--- src/common/acc_pkg.sv ---
// Package for the converter common control register block.
// Assumes an APB slave with 32-bit data; registers hold 16 bits each.
package acc_pkg;
   localparam int          ADDR_W = 12;
   // Register byte addresses.
   localparam logic [11:0] OFS_REF_STATUS = 12'h000;
   localparam logic [11:0] OFS_TRIG_CTRL  = 12'h004;
   localparam logic [11:0] OFS_CLK_EN     = 12'h008;
   localparam logic [11:0] OFS_CONV_ON    = 12'h00C;
   // Field positions in the reference status and sample time register.
   localparam int BIT_BG_READY   = 15;
   localparam int BIT_REF_ERROR  = 14;
   localparam int SAMT_LSB       = 0;
   localparam int SAMT_W         = 10;
   // Field positions in the reference and trigger control register.
   localparam int REFERENCE_SELECT_LSB     = 13;
   localparam int REFERENCE_SELECT_W       = 3;
   localparam int BIT_HOLD       = 12;
   localparam int BIT_HOLD_IE    = 11;
   localparam int BIT_HOLD_DONE  = 10;
   localparam int BIT_MANUAL     = 9;
   localparam int BIT_CH_TRIG    = 8;
   localparam int BIT_LVL_TRIG   = 7;
   localparam int BIT_PULSE_TRIG = 6;
   localparam int CHAN_LSB       = 0;
   localparam int CHAN_W         = 6;
   // Field positions in the clock and core enable register.
   localparam int CSRC_LSB       = 14;
   localparam int CSRC_W         = 2;
   localparam int CDIV_LSB       = 8;
   localparam int CDIV_W         = 6;
   localparam int BIT_SHR_EN     = 7;
   localparam int NUM_DED        = 4;
   // Sample time adds two core clock periods to the field.
   localparam logic [10:0] SAMT_BASE = 11'h002;
   // Reset values.
   localparam logic [15:0] RST_VAL   = 16'h0000;
   localparam logic [2:0]  REFERENCE_SELECT_AV = 3'h0;
   // Converter clock source encodings.
   typedef enum logic [1:0] {
      ACC_SRC_SYS   = 2'b00,
      ACC_SRC_SYSX2 = 2'b01,
      ACC_SRC_RC    = 2'b10,
      ACC_SRC_PLL   = 2'b11
   } acc_src_t;
endpackage : acc_pkg

--- src/hdl/acc_regs.sv ---
// Common control and status registers of a multi-core converter.
// Assumes an APB master on pclk; analog status pins are asynchronous.
//
// What this block does
// - Bit 15 reads the synchronised band gap ready state, read only.
// - Bit 14 sets when band gap drops while converter is on.
// - Ten-bit sample time field; sample time is field plus two.
// - Reference code 000 selects supply rails; other codes unused.
// - While hold bit is set, all new core triggers are blocked.
// - Hold-done flag is set when hold is on and no core busy.
// - Hold-done interrupt pulses on flag rising if enabled.
// - Manual sample bit makes shared core sample the chosen channel.
// - Channel trigger bit gives one trigger, then clears itself.
// - Level common trigger bit gives triggers while it is set.
// - Pulse common trigger bit gives one trigger, then clears itself.
// - Six-bit channel number selects converted and sampled channel.
// - Two-bit clock source: PLL, RC, double system, system clock.
// - Clock divider divides selected source by field plus one.
// - Divided source clock feeds every shared and dedicated core.
// - Shared core enable bit switches the shared core.
// - Four dedicated core enables in bits 3..0; bits 6..4 zero.
`timescale 1ns/1ps
`default_nettype none
module acc_regs
   import acc_pkg::*;
#(
   parameter int CHAN_WIDTH = acc_pkg::CHAN_W
) (
   input  wire logic                      pclk,
   input  wire logic                      presetn,
   input  wire logic                      psel,
   input  wire logic                      penable,
   input  wire logic                      pwrite,
   input  wire logic [acc_pkg::ADDR_W-1:0] paddr,
   input  wire logic [31:0]               pwdata,
   output logic      [31:0]               prdata,
   output logic                           pready,
   output logic                           pslverr,
   input  wire logic                      band_gap_ok,
   input  wire logic                      cores_busy,
   output logic                           converter_on,
   output logic      [10:0]               shared_sample_cycles,
   output logic      [2:0]                reference_select,
   output logic                           trigger_hold,
   output logic                           hold_done_irq,
   output logic                           shared_manual_sample,
   output logic                           sw_channel_trigger,
   output logic                           sw_level_common_trigger,
   output logic                           sw_pulse_common_trigger,
   output logic      [CHAN_WIDTH-1:0]     sw_channel_number,
   output logic      [1:0]                conv_clock_source,
   output logic      [5:0]                conv_clock_divider,
   output logic      [6:0]                core_source_div_count,
   output logic                           shared_core_enable,
   output logic      [3:0]                dedicated_core_enable
);
   import acc_pkg::*;

   logic              bg_meta_q;
   logic              bg_sync_q;
   logic              busy_meta_q;
   logic              busy_sync_q;
   logic              on_q;
   logic              ref_err_q;
   logic              hold_done_q;
   logic [SAMT_W-1:0] samt_q;
   logic [2:0]        reference_select_q;
   logic              hold_q;
   logic              hold_ie_q;
   logic              manual_q;
   logic              ch_trig_q;
   logic              lvl_trig_q;
   logic              pulse_trig_q;
   logic [CHAN_WIDTH-1:0] chan_q;
   logic [1:0]        csrc_q;
   logic [5:0]        cdiv_q;
   logic              shr_en_q;
   logic [3:0]        ded_en_q;
   logic              irq_q;
   logic              ready_q;
   logic [31:0]       rdata_q;
   logic              err_q;
   logic              chtrig_out_q;
   logic              lvl_out_q;
   logic              pulse_out_q;
   logic              hold_done_d;
   logic              was_ready_q;
   logic [SAMT_W:0]   samt_cyc_q;
   logic [CDIV_W:0]   div_cnt_q;
   logic              wr_trig;
   logic              wr_clk;
   logic              wr;
   logic              rd;
   logic [15:0]       rd_word;

   // One wait state lets the read word settle in a flop before pready.
   assign wr = psel && penable && !ready_q && pwrite;
   assign rd = psel && penable && !ready_q && !pwrite;
   assign wr_trig = wr && hit(paddr, OFS_TRIG_CTRL);
   assign wr_clk  = wr && hit(paddr, OFS_CLK_EN);

   function automatic logic mapped(input logic [ADDR_W-1:0] a);
      mapped = (a == OFS_REF_STATUS) || (a == OFS_TRIG_CTRL) ||
               (a == OFS_CLK_EN) || (a == OFS_CONV_ON);
   endfunction : mapped

   function automatic logic hit(input logic [ADDR_W-1:0] a,
                                input logic [11:0] ofs);
      hit = (a == ofs);
   endfunction : hit

   function automatic logic [SAMT_W:0] samt_cycles(
      input logic [SAMT_W-1:0] f);
      samt_cycles = {1'b0, f} + SAMT_BASE;
   endfunction : samt_cycles

   function automatic logic [CDIV_W:0] div_ratio(
      input logic [CDIV_W-1:0] f);
      div_ratio = {1'b0, f} + 7'h01;
   endfunction : div_ratio

   // Asynchronous analog status pins pass two flops before use.
   always_ff @(posedge pclk or negedge presetn) begin
      if (!presetn) begin
         bg_meta_q   <= 1'b0;
         bg_sync_q   <= 1'b0;
         busy_meta_q <= 1'b0;
         busy_sync_q <= 1'b0;
      end else begin
         bg_meta_q   <= band_gap_ok;
         bg_sync_q   <= bg_meta_q;
         busy_meta_q <= cores_busy;
         busy_sync_q <= busy_meta_q;
      end
   end

   // Converter-on control, needed to qualify the band gap error.
   always_ff @(posedge pclk or negedge presetn) begin
      if (!presetn) begin
         on_q <= 1'b0;
      end else if (wr && hit(paddr, OFS_CONV_ON)) begin
         on_q <= pwdata[0];
      end
   end

   // Sticky error; only a converter switch-off clears it.
   always_ff @(posedge pclk or negedge presetn) begin
      if (!presetn) begin
         ref_err_q <= 1'b0;
      end else if (on_q && !bg_sync_q && was_ready_q) begin
         ref_err_q <= 1'b1;
      end else if (!on_q) begin
         ref_err_q <= 1'b0;
      end
   end

   // The error needs the band gap to have been ready once while on.

   always_ff @(posedge pclk or negedge presetn) begin
      if (!presetn) begin
         was_ready_q <= 1'b0;
      end else if (!on_q) begin
         was_ready_q <= 1'b0;
      end else if (bg_sync_q) begin
         was_ready_q <= 1'b1;
      end
   end

   assign hold_done_d = hold_q && !busy_sync_q;

   always_ff @(posedge pclk or negedge presetn) begin
      if (!presetn) begin
         hold_done_q <= 1'b0;
         irq_q       <= 1'b0;
      end else begin
         hold_done_q <= hold_done_d;
         irq_q       <= hold_ie_q && hold_done_d && !hold_done_q;
      end
   end

   // The cycle count is kept in a flop so the output needs no adder.
   always_ff @(posedge pclk or negedge presetn) begin
      if (!presetn) begin
         samt_q     <= RST_VAL[SAMT_W-1:0];
         samt_cyc_q <= SAMT_BASE;
      end else if (wr && hit(paddr, OFS_REF_STATUS)) begin
         samt_q     <= pwdata[SAMT_LSB +: SAMT_W];
         samt_cyc_q <= samt_cycles(pwdata[SAMT_LSB +: SAMT_W]);
      end
   end

   always_ff @(posedge pclk or negedge presetn) begin
      if (!presetn) begin
         reference_select_q <= REFERENCE_SELECT_AV;
      end else if (wr_trig) begin
         reference_select_q <= pwdata[REFERENCE_SELECT_LSB +: REFERENCE_SELECT_W];
      end
   end

   always_ff @(posedge pclk or negedge presetn) begin
      if (!presetn) begin
         hold_q <= 1'b0;
      end else if (wr_trig) begin
         hold_q <= pwdata[BIT_HOLD];
      end
   end

   always_ff @(posedge pclk or negedge presetn) begin
      if (!presetn) begin
         hold_ie_q <= 1'b0;
      end else if (wr_trig) begin
         hold_ie_q <= pwdata[BIT_HOLD_IE];
      end
   end

   // Hardware never clears this bit; software owns it entirely.
   always_ff @(posedge pclk or negedge presetn) begin
      if (!presetn) begin
         manual_q <= 1'b0;
      end else if (wr_trig) begin
         manual_q <= pwdata[BIT_MANUAL];
      end
   end

   always_ff @(posedge pclk or negedge presetn) begin
      if (!presetn) begin
         lvl_trig_q <= 1'b0;
      end else if (wr_trig) begin
         lvl_trig_q <= pwdata[BIT_LVL_TRIG];
      end
   end

   always_ff @(posedge pclk or negedge presetn) begin
      if (!presetn) begin
         chan_q <= RST_VAL[CHAN_WIDTH-1:0];
      end else if (wr_trig) begin
         chan_q <= pwdata[CHAN_LSB +: CHAN_WIDTH];
      end
   end

   // Self-clearing trigger bits hold for one cycle after the write.
   always_ff @(posedge pclk or negedge presetn) begin
      if (!presetn) begin
         ch_trig_q    <= 1'b0;
         pulse_trig_q <= 1'b0;
      end else begin
         ch_trig_q    <= wr && hit(paddr, OFS_TRIG_CTRL) &&
                         pwdata[BIT_CH_TRIG];
         pulse_trig_q <= wr && hit(paddr, OFS_TRIG_CTRL) &&
                         pwdata[BIT_PULSE_TRIG];
      end
   end

   // Triggers are gated by the hold bit so that none leak out.
   always_ff @(posedge pclk or negedge presetn) begin
      if (!presetn) begin
         chtrig_out_q <= 1'b0;
         lvl_out_q    <= 1'b0;
         pulse_out_q  <= 1'b0;
      end else begin
         chtrig_out_q <= ch_trig_q && !hold_q;
         lvl_out_q    <= lvl_trig_q && !hold_q;
         pulse_out_q  <= pulse_trig_q && !hold_q;
      end
   end

   // Clock source, divider and core enables.
   always_ff @(posedge pclk or negedge presetn) begin
      if (!presetn) begin
         csrc_q <= ACC_SRC_SYS;
      end else if (wr_clk) begin
         csrc_q <= pwdata[CSRC_LSB +: CSRC_W];
      end
   end

   // The ratio is stored beside the field so both change on one edge.
   always_ff @(posedge pclk or negedge presetn) begin
      if (!presetn) begin
         cdiv_q    <= RST_VAL[CDIV_W-1:0];
         div_cnt_q <= 7'h01;
      end else if (wr_clk) begin
         cdiv_q    <= pwdata[CDIV_LSB +: CDIV_W];
         div_cnt_q <= div_ratio(pwdata[CDIV_LSB +: CDIV_W]);
      end
   end

   always_ff @(posedge pclk or negedge presetn) begin
      if (!presetn) begin
         shr_en_q <= 1'b0;
      end else if (wr_clk) begin
         shr_en_q <= pwdata[BIT_SHR_EN];
      end
   end

   always_ff @(posedge pclk or negedge presetn) begin
      if (!presetn) begin
         ded_en_q <= RST_VAL[NUM_DED-1:0];
      end else if (wr_clk) begin
         ded_en_q <= pwdata[NUM_DED-1:0];
      end
   end

   always_comb begin
      rd_word = 16'h0000;
      unique case (1'b1)
         hit(paddr, OFS_REF_STATUS): begin
            rd_word[BIT_BG_READY]  = bg_sync_q;
            rd_word[BIT_REF_ERROR] = ref_err_q;
            rd_word[SAMT_LSB +: SAMT_W] = samt_q;
         end
         hit(paddr, OFS_TRIG_CTRL): begin
            rd_word[REFERENCE_SELECT_LSB +: REFERENCE_SELECT_W] = reference_select_q;
            rd_word[BIT_HOLD]       = hold_q;
            rd_word[BIT_HOLD_IE]    = hold_ie_q;
            rd_word[BIT_HOLD_DONE]  = hold_done_q;
            rd_word[BIT_MANUAL]     = manual_q;
            rd_word[BIT_CH_TRIG]    = ch_trig_q;
            rd_word[BIT_LVL_TRIG]   = lvl_trig_q;
            rd_word[BIT_PULSE_TRIG] = pulse_trig_q;
            rd_word[CHAN_LSB +: CHAN_WIDTH] = chan_q;
         end
         hit(paddr, OFS_CLK_EN): begin
            rd_word[CSRC_LSB +: CSRC_W] = csrc_q;
            rd_word[CDIV_LSB +: CDIV_W] = cdiv_q;
            rd_word[BIT_SHR_EN]         = shr_en_q;
            rd_word[NUM_DED-1:0]        = ded_en_q;
         end
         hit(paddr, OFS_CONV_ON): begin
            rd_word[0] = on_q;
         end
         default: begin
            rd_word = 16'h0000;
         end
      endcase
   end

   // APB answer: one wait state, error on unmapped addresses.
   always_ff @(posedge pclk or negedge presetn) begin
      if (!presetn) begin
         ready_q <= 1'b0;
         rdata_q <= 32'h00000000;
         err_q   <= 1'b0;
      end else begin
         ready_q <= psel && penable && !ready_q;
         err_q   <= psel && penable && !ready_q && !mapped(paddr);
         // Writes and refused reads return zero, never a stale word.
         if (psel && penable && !ready_q) begin
            rdata_q <= rd ? {16'h0000, rd_word} : 32'h00000000;
         end
      end
   end

   assign prdata                  = rdata_q;
   assign pready                  = ready_q;
   assign pslverr                 = err_q;
   assign converter_on            = on_q;
   // Sample cycles in core clock periods, field plus two.
   assign shared_sample_cycles    = samt_cyc_q;
   assign reference_select        = reference_select_q;
   assign trigger_hold            = hold_q;
   assign hold_done_irq           = irq_q;
   assign shared_manual_sample    = manual_q;
   assign sw_channel_trigger      = chtrig_out_q;
   assign sw_level_common_trigger = lvl_out_q;
   assign sw_pulse_common_trigger = pulse_out_q;
   assign sw_channel_number       = chan_q;
   assign conv_clock_source       = csrc_q;
   assign conv_clock_divider      = cdiv_q;
   // Division ratio seen by every core clock divider downstream.
   assign core_source_div_count   = div_cnt_q;
   assign shared_core_enable      = shr_en_q;
   assign dedicated_core_enable   = ded_en_q;
endmodule : acc_regs
`default_nettype wire

--- config.mk ---
export PLATFORM = sky130hd
export DESIGN_NAME = acc_regs
export DESIGN_NICKNAME = d
export VERILOG_FILES = /design/src/common/acc_pkg.sv /design/src/hdl/acc_regs.sv
export SDC_FILE = /design/constraint.sdc
export NUM_CORES = 1
export LEC_CHECK = 0
export BUFFER_PORTS_ARGS = -buffer_cell sky130_fd_sc_hd__buf_2
export CORE_UTILIZATION = 50
export CTS_BUF_LIST = sky130_fd_sc_hd__clkbuf_8
export DETAILED_ROUTE_END_ITERATION = 7
export HOLD_SLACK_MARGIN = 0.05
export MAX_ROUTING_LAYER = met4
export PLACE_DENSITY = 0.86
export SLEW_MARGIN = 25
export SYNTH_ARGS = -nofsm -noshare
export SYNTH_HDL_FRONTEND = slang
export SYNTH_SLANG_ARGS = --single-unit
--- constraint.sdc ---
create_clock -name pclk -period 2.36 [get_ports pclk]
set_clock_uncertainty 0.05 [all_clocks]
set_input_delay 0.236 -clock pclk [delete_from_list [all_inputs] [get_ports pclk]]
set_output_delay 0.236 -clock pclk [all_outputs]
set_load 0.01 [all_outputs]
* Word level (Yosys, flattened, before mapping)
Cells that the tools add are included.
** Word-level totals
- Input bits :: 51
- Flip-flop bits (word level) :: 102
** Cells by class
- $add $sub $neg :: 2
- Reduce and logical (&&, ||, !) cells :: 30
- Multiplexer cells :: 11
- Equal/unequal tests :: 5
** Operators by type and width (number)
- $eq A12 B4 Y1 const B :: 2
- $logic_and A1 B1 Y1 :: 19
- $pmux W3 S3 :: 2
- $mux W16 :: 1
- $eq A12 B3 Y1 const B :: 1
- $logic_not A12 Y1 :: 1
- $add A10 B2 Y11 const B :: 1
- $pmux W4 S2 :: 1
- $add A6 B1 Y7 const B :: 1
- $logic_not A1 Y1 :: 7
- $pmux W2 S3 :: 1
- $pmux W3 S2 :: 1
- $mux W1 :: 4
- $pmux W1 S4 :: 1
- $logic_or A1 B1 Y1 :: 3
- $ne A2 B1 Y1 const B :: 1
- $ne A2 B2 Y1 const B :: 1

* Depth between registers and ports, before layout
Gate-level depths: netlist (run 1).
- Word-level depth :: 6
- Depth in mapped cells :: 7
- Depth with buffers taken out :: 4

* Worst setup path before layout (run 1)
Ideal clock, no wire load.
- Path type :: input-to-reg
- Start :: input paddr[1] in the netlist's numbering
- End :: register hold_ie_q
- Cell stages on the path :: 5
- Data arrival time :: 1.732 ns
- Path slack :: 0.452 ns
- Required time :: 2.185 ns
- Buffers on the path :: 1
- Cells stage by stage :: or4_4 nor4_4 nand2_2 buf_6 mux2_4
** On the way
- Cells in the longest elaborated chain, start to end :: 2
** RTL lines
- start: declaration :: line acc_regs.sv:34 : input wire logic [acc_pkg::ADDR_W-1:0] paddr,
- $eq A12 B3 Y1 :: line acc_regs.sv:109 : hit = (a == ofs);
- $logic_and A1 B1 Y1 :: line acc_regs.sv:99 : assign wr_trig = wr && hit(paddr, OFS_TRIG_CTRL);
- end signal: assignment :: line acc_regs.sv:212 : hold_ie_q <= pwdata[BIT_HOLD_IE];
- end: declaration :: line acc_regs.sv:69 : logic hold_ie_q;
No other way between the ends.
A chain may end at the register's enable or synchronous reset.

* Final worst setup path (run 1)
- Start :: register ready_q, in the netlist pready
- End :: register chan_q[5], in the netlist sw_channel_number[5]
** On the way
- Cells in the longest elaborated chain, start to end :: 4
** RTL lines
- start: declaration :: line acc_regs.sv:80 : logic ready_q;
- start signal: assignment :: line acc_regs.sv:344 : ready_q <= psel && penable && !ready_q;
- $logic_not A1 Y1 :: line acc_regs.sv:97 : assign wr = psel && penable && !ready_q && pwrite;
- $logic_and A1 B1 Y1 (2 in series) :: line acc_regs.sv:97
- $logic_and A1 B1 Y1 :: line acc_regs.sv:99
- end signal: assignment :: line acc_regs.sv:235 : chan_q <= RST_VAL[CHAN_WIDTH-1:0];
- end signal: assignment :: line acc_regs.sv:237 : chan_q <= pwdata[CHAN_LSB +: CHAN_WIDTH];
- end: declaration :: line acc_regs.sv:74 : logic [CHAN_WIDTH-1:0] chan_q;
No other way between the ends.

==> run metrics, run 1 <==
status complete, no violations; largest family of logic cells by synthesized area multiplexers; final weighted congestion in routability-driven placement between 0.7 and 0.8; DIE AREA between 8000 and 9000 µm²; Rel. slew slack 66.8%; synthesized area ~3800 µm²; Logic pwr share 6.4%; ys flop type dfrtp_1; post-synthesis simple-gate area fraction between 10% and 20%; NumNets Final around 460; largest net degree at the start of global routing 52; routed len/inst 16.4 µm; Initial Utilization between 50% and 60%; Area growth, synth to finish 20.5%; most frequent cells after synthesis dfrtp_1 (83), nand2_1 (27), mux2_4 (20); Clock Sinks 85; dpl hpwl between 5 and 6 mm; setup violators final 0; complex-gate fraction of the synthesized area under 10%; EDFF count, synth 0; crit path kind flip-flop to flip-flop; share of layout cells above drive strength 1 between 40 and 50%; share of power burned in registers 55.2%; ys async rst share 100%; Worst EP arrival 2.26 ns; Area after DPL roughly 4400 µm²; max cap viols 0; DR WL met2 about 4.2 mm; Worst Hold Class input port to flip-flop; hold_buf cts 3; unrepaired setup endpoints after global routing no; Tcrit/Tclk final 88.2%; Worst-Margin Slew 0.496 ns; row cnt 31; Buffers on Ports between 90 and 100; leak pwr approximately 2.6 nW; top cell type's share of synthesized area ~54%; drt via density 5.22; Yosys Warn Count 0; top-count cell post-synth dfrtp_1; total number of vias between 2,000 and 3,000; fin crit period between 2 and 2.5 ns; drc violations 0; Post-Synth Adder-Cell Area less than 1%; PostCTS Resize Cnt 0; number of routed nets with antenna violations 0; syn_area_per_cell roughly 13 µm²; Seq/Total Area, Yosys a little under three fifths; initial antenna violation count 0; CP Launch Type flip-flop; die width about 90 µm; first-pass GRT wire length roughly 13 mm; TNS Setup 0 ns; flop-to-flop setup slack ~0.28 ns; vias in the first global route ~2,500; clk slew on worst S/H paths roughly 0.08 ns; gr usage total between 20% and 30%; root buf cell clkbuf_8; PwrDens 574 nW/µm²; total setup buffers inserted after CTS 0; largest cells by area after synthesis dfrtp_1 (54%), mux2_4 (7.8%), mux2_2 (4.1%), mux2_1 (3.5%), buf_4 (3.3%); DR iter-0 viols approximately 170; Met3 Wirelength between 400 and 500 µm; Total Routed Length between 8 and 9 mm; TritonCTS Buffers 9; count of cell types in the netlist 42; Post-Syn Instances a little over 300; crit path capture type flip-flop; Yosys top cell by area dfrtp_1; number of synthesized register bits 85; multiplexer share of the synthesized area between 10% and 20%; Fmax roughly 480 MHz; Sw Pwr 0.000616 W; fin area between 4000 and 5000 µm²; Max rail drop VDD roughly 0.00043 V; CP Max Fanout 13; filler instances approximately 600; Synth Area in XOR/XNOR under 10%; Die Span Y around 90 µm; switch share a little under a quarter; CTS tree built; Pint 0.00204 W; # H-tree levels 3; Metal-1 WL between 3 and 4 mm; First-pass DRT Iterations 4; Core Region 7330 µm²; Ports 132; grt total ovfl 0; final count of hold timing violations 0; Worst EP required about 2.5 ns; Clock Path Buffers 2; Inserted Diodes 0; Slew Viols, Final 0; share of power burned in the clock network 38.4%; Clk Latency, worst-skew pair about 0.34 ns; max layer used met4
registers in the layout, summed over array words and instances, names as in the netlist, 3 cells and up:
register               cells
prdata                    16
samt_q                    10
shared_sample_cycles      10
core_source_div_count      7
conv_clock_divider         6
sw_channel_number          6
dedicated_core_enable      4
reference_select           3
power by group through the flow:
| stage | clock network, W | registers, W | logic, W |
|---|---|---|---|
| finish | 0.00102 | 0.00146 | 0.000169 |
| global route | 0.00111 | 0.00147 | 0.000190 |
| CTS | 0.00104 | 0.00146 | 0.000171 |
| detailed placement | 0 | 0.00149 | 0.000166 |
| global placement | 0 | 0.00149 | 0.000161 |
| floorplan | 0 | 0.00149 | 0.0000860 |
area by class of cell:
type | instances | area [µm²] | share of cell area [%]
Sequential cell | 85 | 2130 | 46.1
Multi-Input combinational cell | 200 | 1550 | 33.5
Timing Repair Buffer | 111 | 608 | 13.2
Clock buffer | 10 | 138 | 2.98
Tap cell | 99 | 124 | 2.68
Clock inverter | 6 | 62.6 | 1.35
Inverter | 3 | 11.3 | 0.244
path summary, 6_finish.rpt:
path	startpoint	endpoint	depth (start not counted)
max	pready	sw_channel_number[5]	4
min	pwdata[14]	reference_select[1]	2
max reg2reg	pready	sw_channel_number[5]	4
min reg2reg	bg_meta_q	bg_sync_q	0
max in group asynchronous	presetn	shared_sample_cycles[1]	3
min in group asynchronous	presetn	core_source_div_count[1]	2
worst max-delay path: stages, from the launching register on:
cell and delay, ns:
dfrtp_1 0.39, nand3b_1 0.22, nor4_4 0.47, nand2_2 0.40, mux2_1 0.44
layer usage:
metal | vias to the layer above | GRT usage [%]
met4 | 0 | 9.67
met5 | - | -
met2 | 106 | 37.2
li1 | 1239 | -
met1 | 1326 | 29.0
met3 | 13 | 3.84
layout by cell type, fill, tap and decap left out, types with 3 or more instances in the layout:
| cell type | count |
|---|---|
| buf_2 | 98 |
| clkbuf_8 | 10 |
| mux2_4 | 20 |
| o21ai_0 | 18 |
| and4_1 | 3 |
| nand3_1 | 7 |
| mux2_1 | 12 |
| nand2_1 | 27 |
| dlygate4sd3_1 | 3 |
| clkinv_2 | 3 |
| nor2b_1 | 7 |
| a22oi_1 | 4 |
| inv_1 | 3 |
| mux2i_1 | 12 |
| xnor2_1 | 7 |
| xor2_1 | 4 |
| buf_4 | 9 |
| conb_1 | 16 |
| dfrtp_1 | 83 |
| a21oi_1 | 9 |
| o31ai_1 | 3 |
| nor2_1 | 11 |
| mux2_2 | 14 |
cell families after synthesis:
kind of cell,Yosys count
DFF,85
and+or+nand+nor,75
muxes,59
AOI/OAI and AO/OA,37
buffers and inverters,34
xor gates and xnor gates,11
adders and majority gates,2
other,1
stage by stage:
| stage | power (W) | setup slack, ns | instances | util, % | hold WS [ns] |
|---|---|---|---|---|---|
| after floorplan | 0.00158 | 0.452 | 319 | - | -0.110 |
| after global placement | 0.00165 | 0.0572 | 495 | 59.9 | 0.157 |
| after detailed placement | 0.00166 | -0.0218 | 495 | 59.9 | 0.174 |
| after CTS | 0.00268 | 0.237 | 514 | 63.0 | 0.0732 |
| after global routing | 0.00276 | 0.179 | 514 | 63.0 | 0.0758 |
| final | 0.00265 | 0.278 | 514 | 63.0 | 0.0872 |
(Power assumes the default switching activity.)
==> run 2, diff against run 1 <==
Settings changed: CELL_PAD_IN_SITES_DETAIL_PLACEMENT set to 1, CELL_PAD_IN_SITES_GLOBAL_PLACEMENT set to 2, CORE_UTILIZATION 50 to 33, PLACE_DENSITY 0.86 to 0.88.
==> run metrics, run 2 (synthesized netlist as in run 1, its figures left out) <==
Clock Sinks 85; number of routed nets with antenna violations 0; First-pass DRT Iterations 4; root buf cell clkbuf_8; Largest register FFs 16; dpl hpwl 6.83 mm; Worst-Margin Slew roughly 0.59 ns; drt via density 4.73; TritonCTS Buffers 9; Pint about 0.0021 W; Power Total about 0.0028 W; largest net degree at the start of global routing 45; initial antenna violation count 0; Fmax 526 MHz; Ports ~130; DIE AREA between 10,000 and 15,000 µm²; fin crit period approximately 1.9 ns; switch share 22.7%; Logic pwr share under 10%; status complete, no violations; Core Region around 11,000 µm²; final count of hold timing violations 0; CP Max Fanout 16; Clk Latency, worst-skew pair 0.36 ns; first-pass GRT wire length 15.0 mm; Worst EP required approximately 2.5 ns; crit path kind flip-flop to flip-flop; leak pwr around 2.6 nW; Area growth, synth to finish 23.0%; Max rail drop VDD roughly 0.00023 V; Sw Pwr between 0.0006 and 0.0007 W; share of power burned in registers a little over half; max cap viols 0; crit path capture type flip-flop; PwrDens around 590 nW/µm²; Slew Viols, Final 0; die width 110 µm; Initial Utilization 33.7%; setup violators final 0; vias in the first global route 2,761; share of layout cells above drive strength 1 about 40%; Clock Path Buffers 2; share of power burned in the clock network about 40%; CP Launch Type flip-flop; Die Span Y between 100 and 150 µm; final weighted congestion in routability-driven placement around 0.76; Inserted Diodes 0; NumNets Final approximately 470; total number of vias about 2,600; Tcrit/Tclk final between 80 and 90%; clk slew on worst S/H paths 0.09 ns; CTS tree built; drc violations 0; Worst EP arrival about 2.1 ns; most frequent cells in the layout buf_2 (98), dfrtp_1 (83), nand2_1 (27), mux2_4 (20), o21ai_0 (18); fin util between 40% and 50%; Total Routed Length roughly 9.4 mm; DR iter-0 viols 95; routed len/inst approximately 17 µm; gr usage total approximately 17%; Worst Hold Class input port to flip-flop; row cnt 39; unrepaired setup endpoints after global routing no; Rel. slew slack 61.0%; grt total ovfl 0; Buffers on Ports 99; TNS Setup 0 ns; commonest non-fill, non-tap cell in the layout buf_2; # H-tree levels 3
[run 2: what timing repair did]
action	4_1_cts	5_1_grt
buffers inserted	0	0
resized for setup	0	0
hold endpoints to repair	45	0
setup endpoints to repair	0	0
hold buffers	3	0
[run 2: layer usage]
| layer | share of wire (%) | global-route usage (%) | routed length (µm) |
|---|---|---|---|
| met4 | 1.6 | 5.62 | 154 |
| met1 | 47 | 22.8 | 4450 |
| met5 | 0 | - | 0 |
| met2 | 46 | 26.8 | 4380 |
| met3 | 4.9 | 3.68 | 464 |
[run 2: layout make-up]
class                   count  area [µm²]
inverters                   3        11.3
flip-flops and latches     85        2130
multi-input cells         200        1550
clock inverters             5        76.3
fillers                  1243        6650
clock buffers              10         138
repair buffers            113         636
well taps                 143         179
[run 2: final timing paths]
kind,from,slack (ns),to,depth (start not counted)
worst max-delay path,pready,0.46,samt_q[3],5
worst min-delay path,pwdata[15],0.07,reference_select[2],2
worst max register to register,pready,0.46,samt_q[3],5
worst min register to register,bg_meta_q,0.30,bg_sync_q,0
max in group asynchronous,presetn,1.18,shared_sample_cycles[1],3
min in group asynchronous,presetn,0.36,hold_done_q,2
[run 2: worst max-delay path, stage by stage (launching register included)]
cell and delay (ns):
dfrtp_1 0.39, nand3b_1 0.23, nor4_4 0.47, nand2_2 0.13, buf_12 0.18, mux2_1 0.32
[run 2: per-stage QoR]
stage,setup WS [ns],instance area (µm²),instances,hold slack (ns)
2_1_floorplan,0.452,3890,319,-0.110
3_3_place_gp,0.202,4470,541,0.217
3_5_place_dp,0.183,4470,541,0.223
4_1_cts,0.405,4720,559,0.0570
5_1_grt,0.261,4720,559,0.0641
6_report,0.459,4720,559,0.0750
[run 2: power by group through the flow]
| stage | Clock, W | Sequential (W) | Combinational [W] |
|---|---|---|---|
| finish | 0.00112 | 0.00146 | 0.000175 |
| floorplan | 0 | 0.00149 | 0.0000860 |
| global placement | 0 | 0.00149 | 0.000171 |
| global route | 0.00122 | 0.00147 | 0.000197 |
| CTS | 0.00117 | 0.00146 | 0.000179 |
| detailed placement | 0 | 0.00149 | 0.000174 |
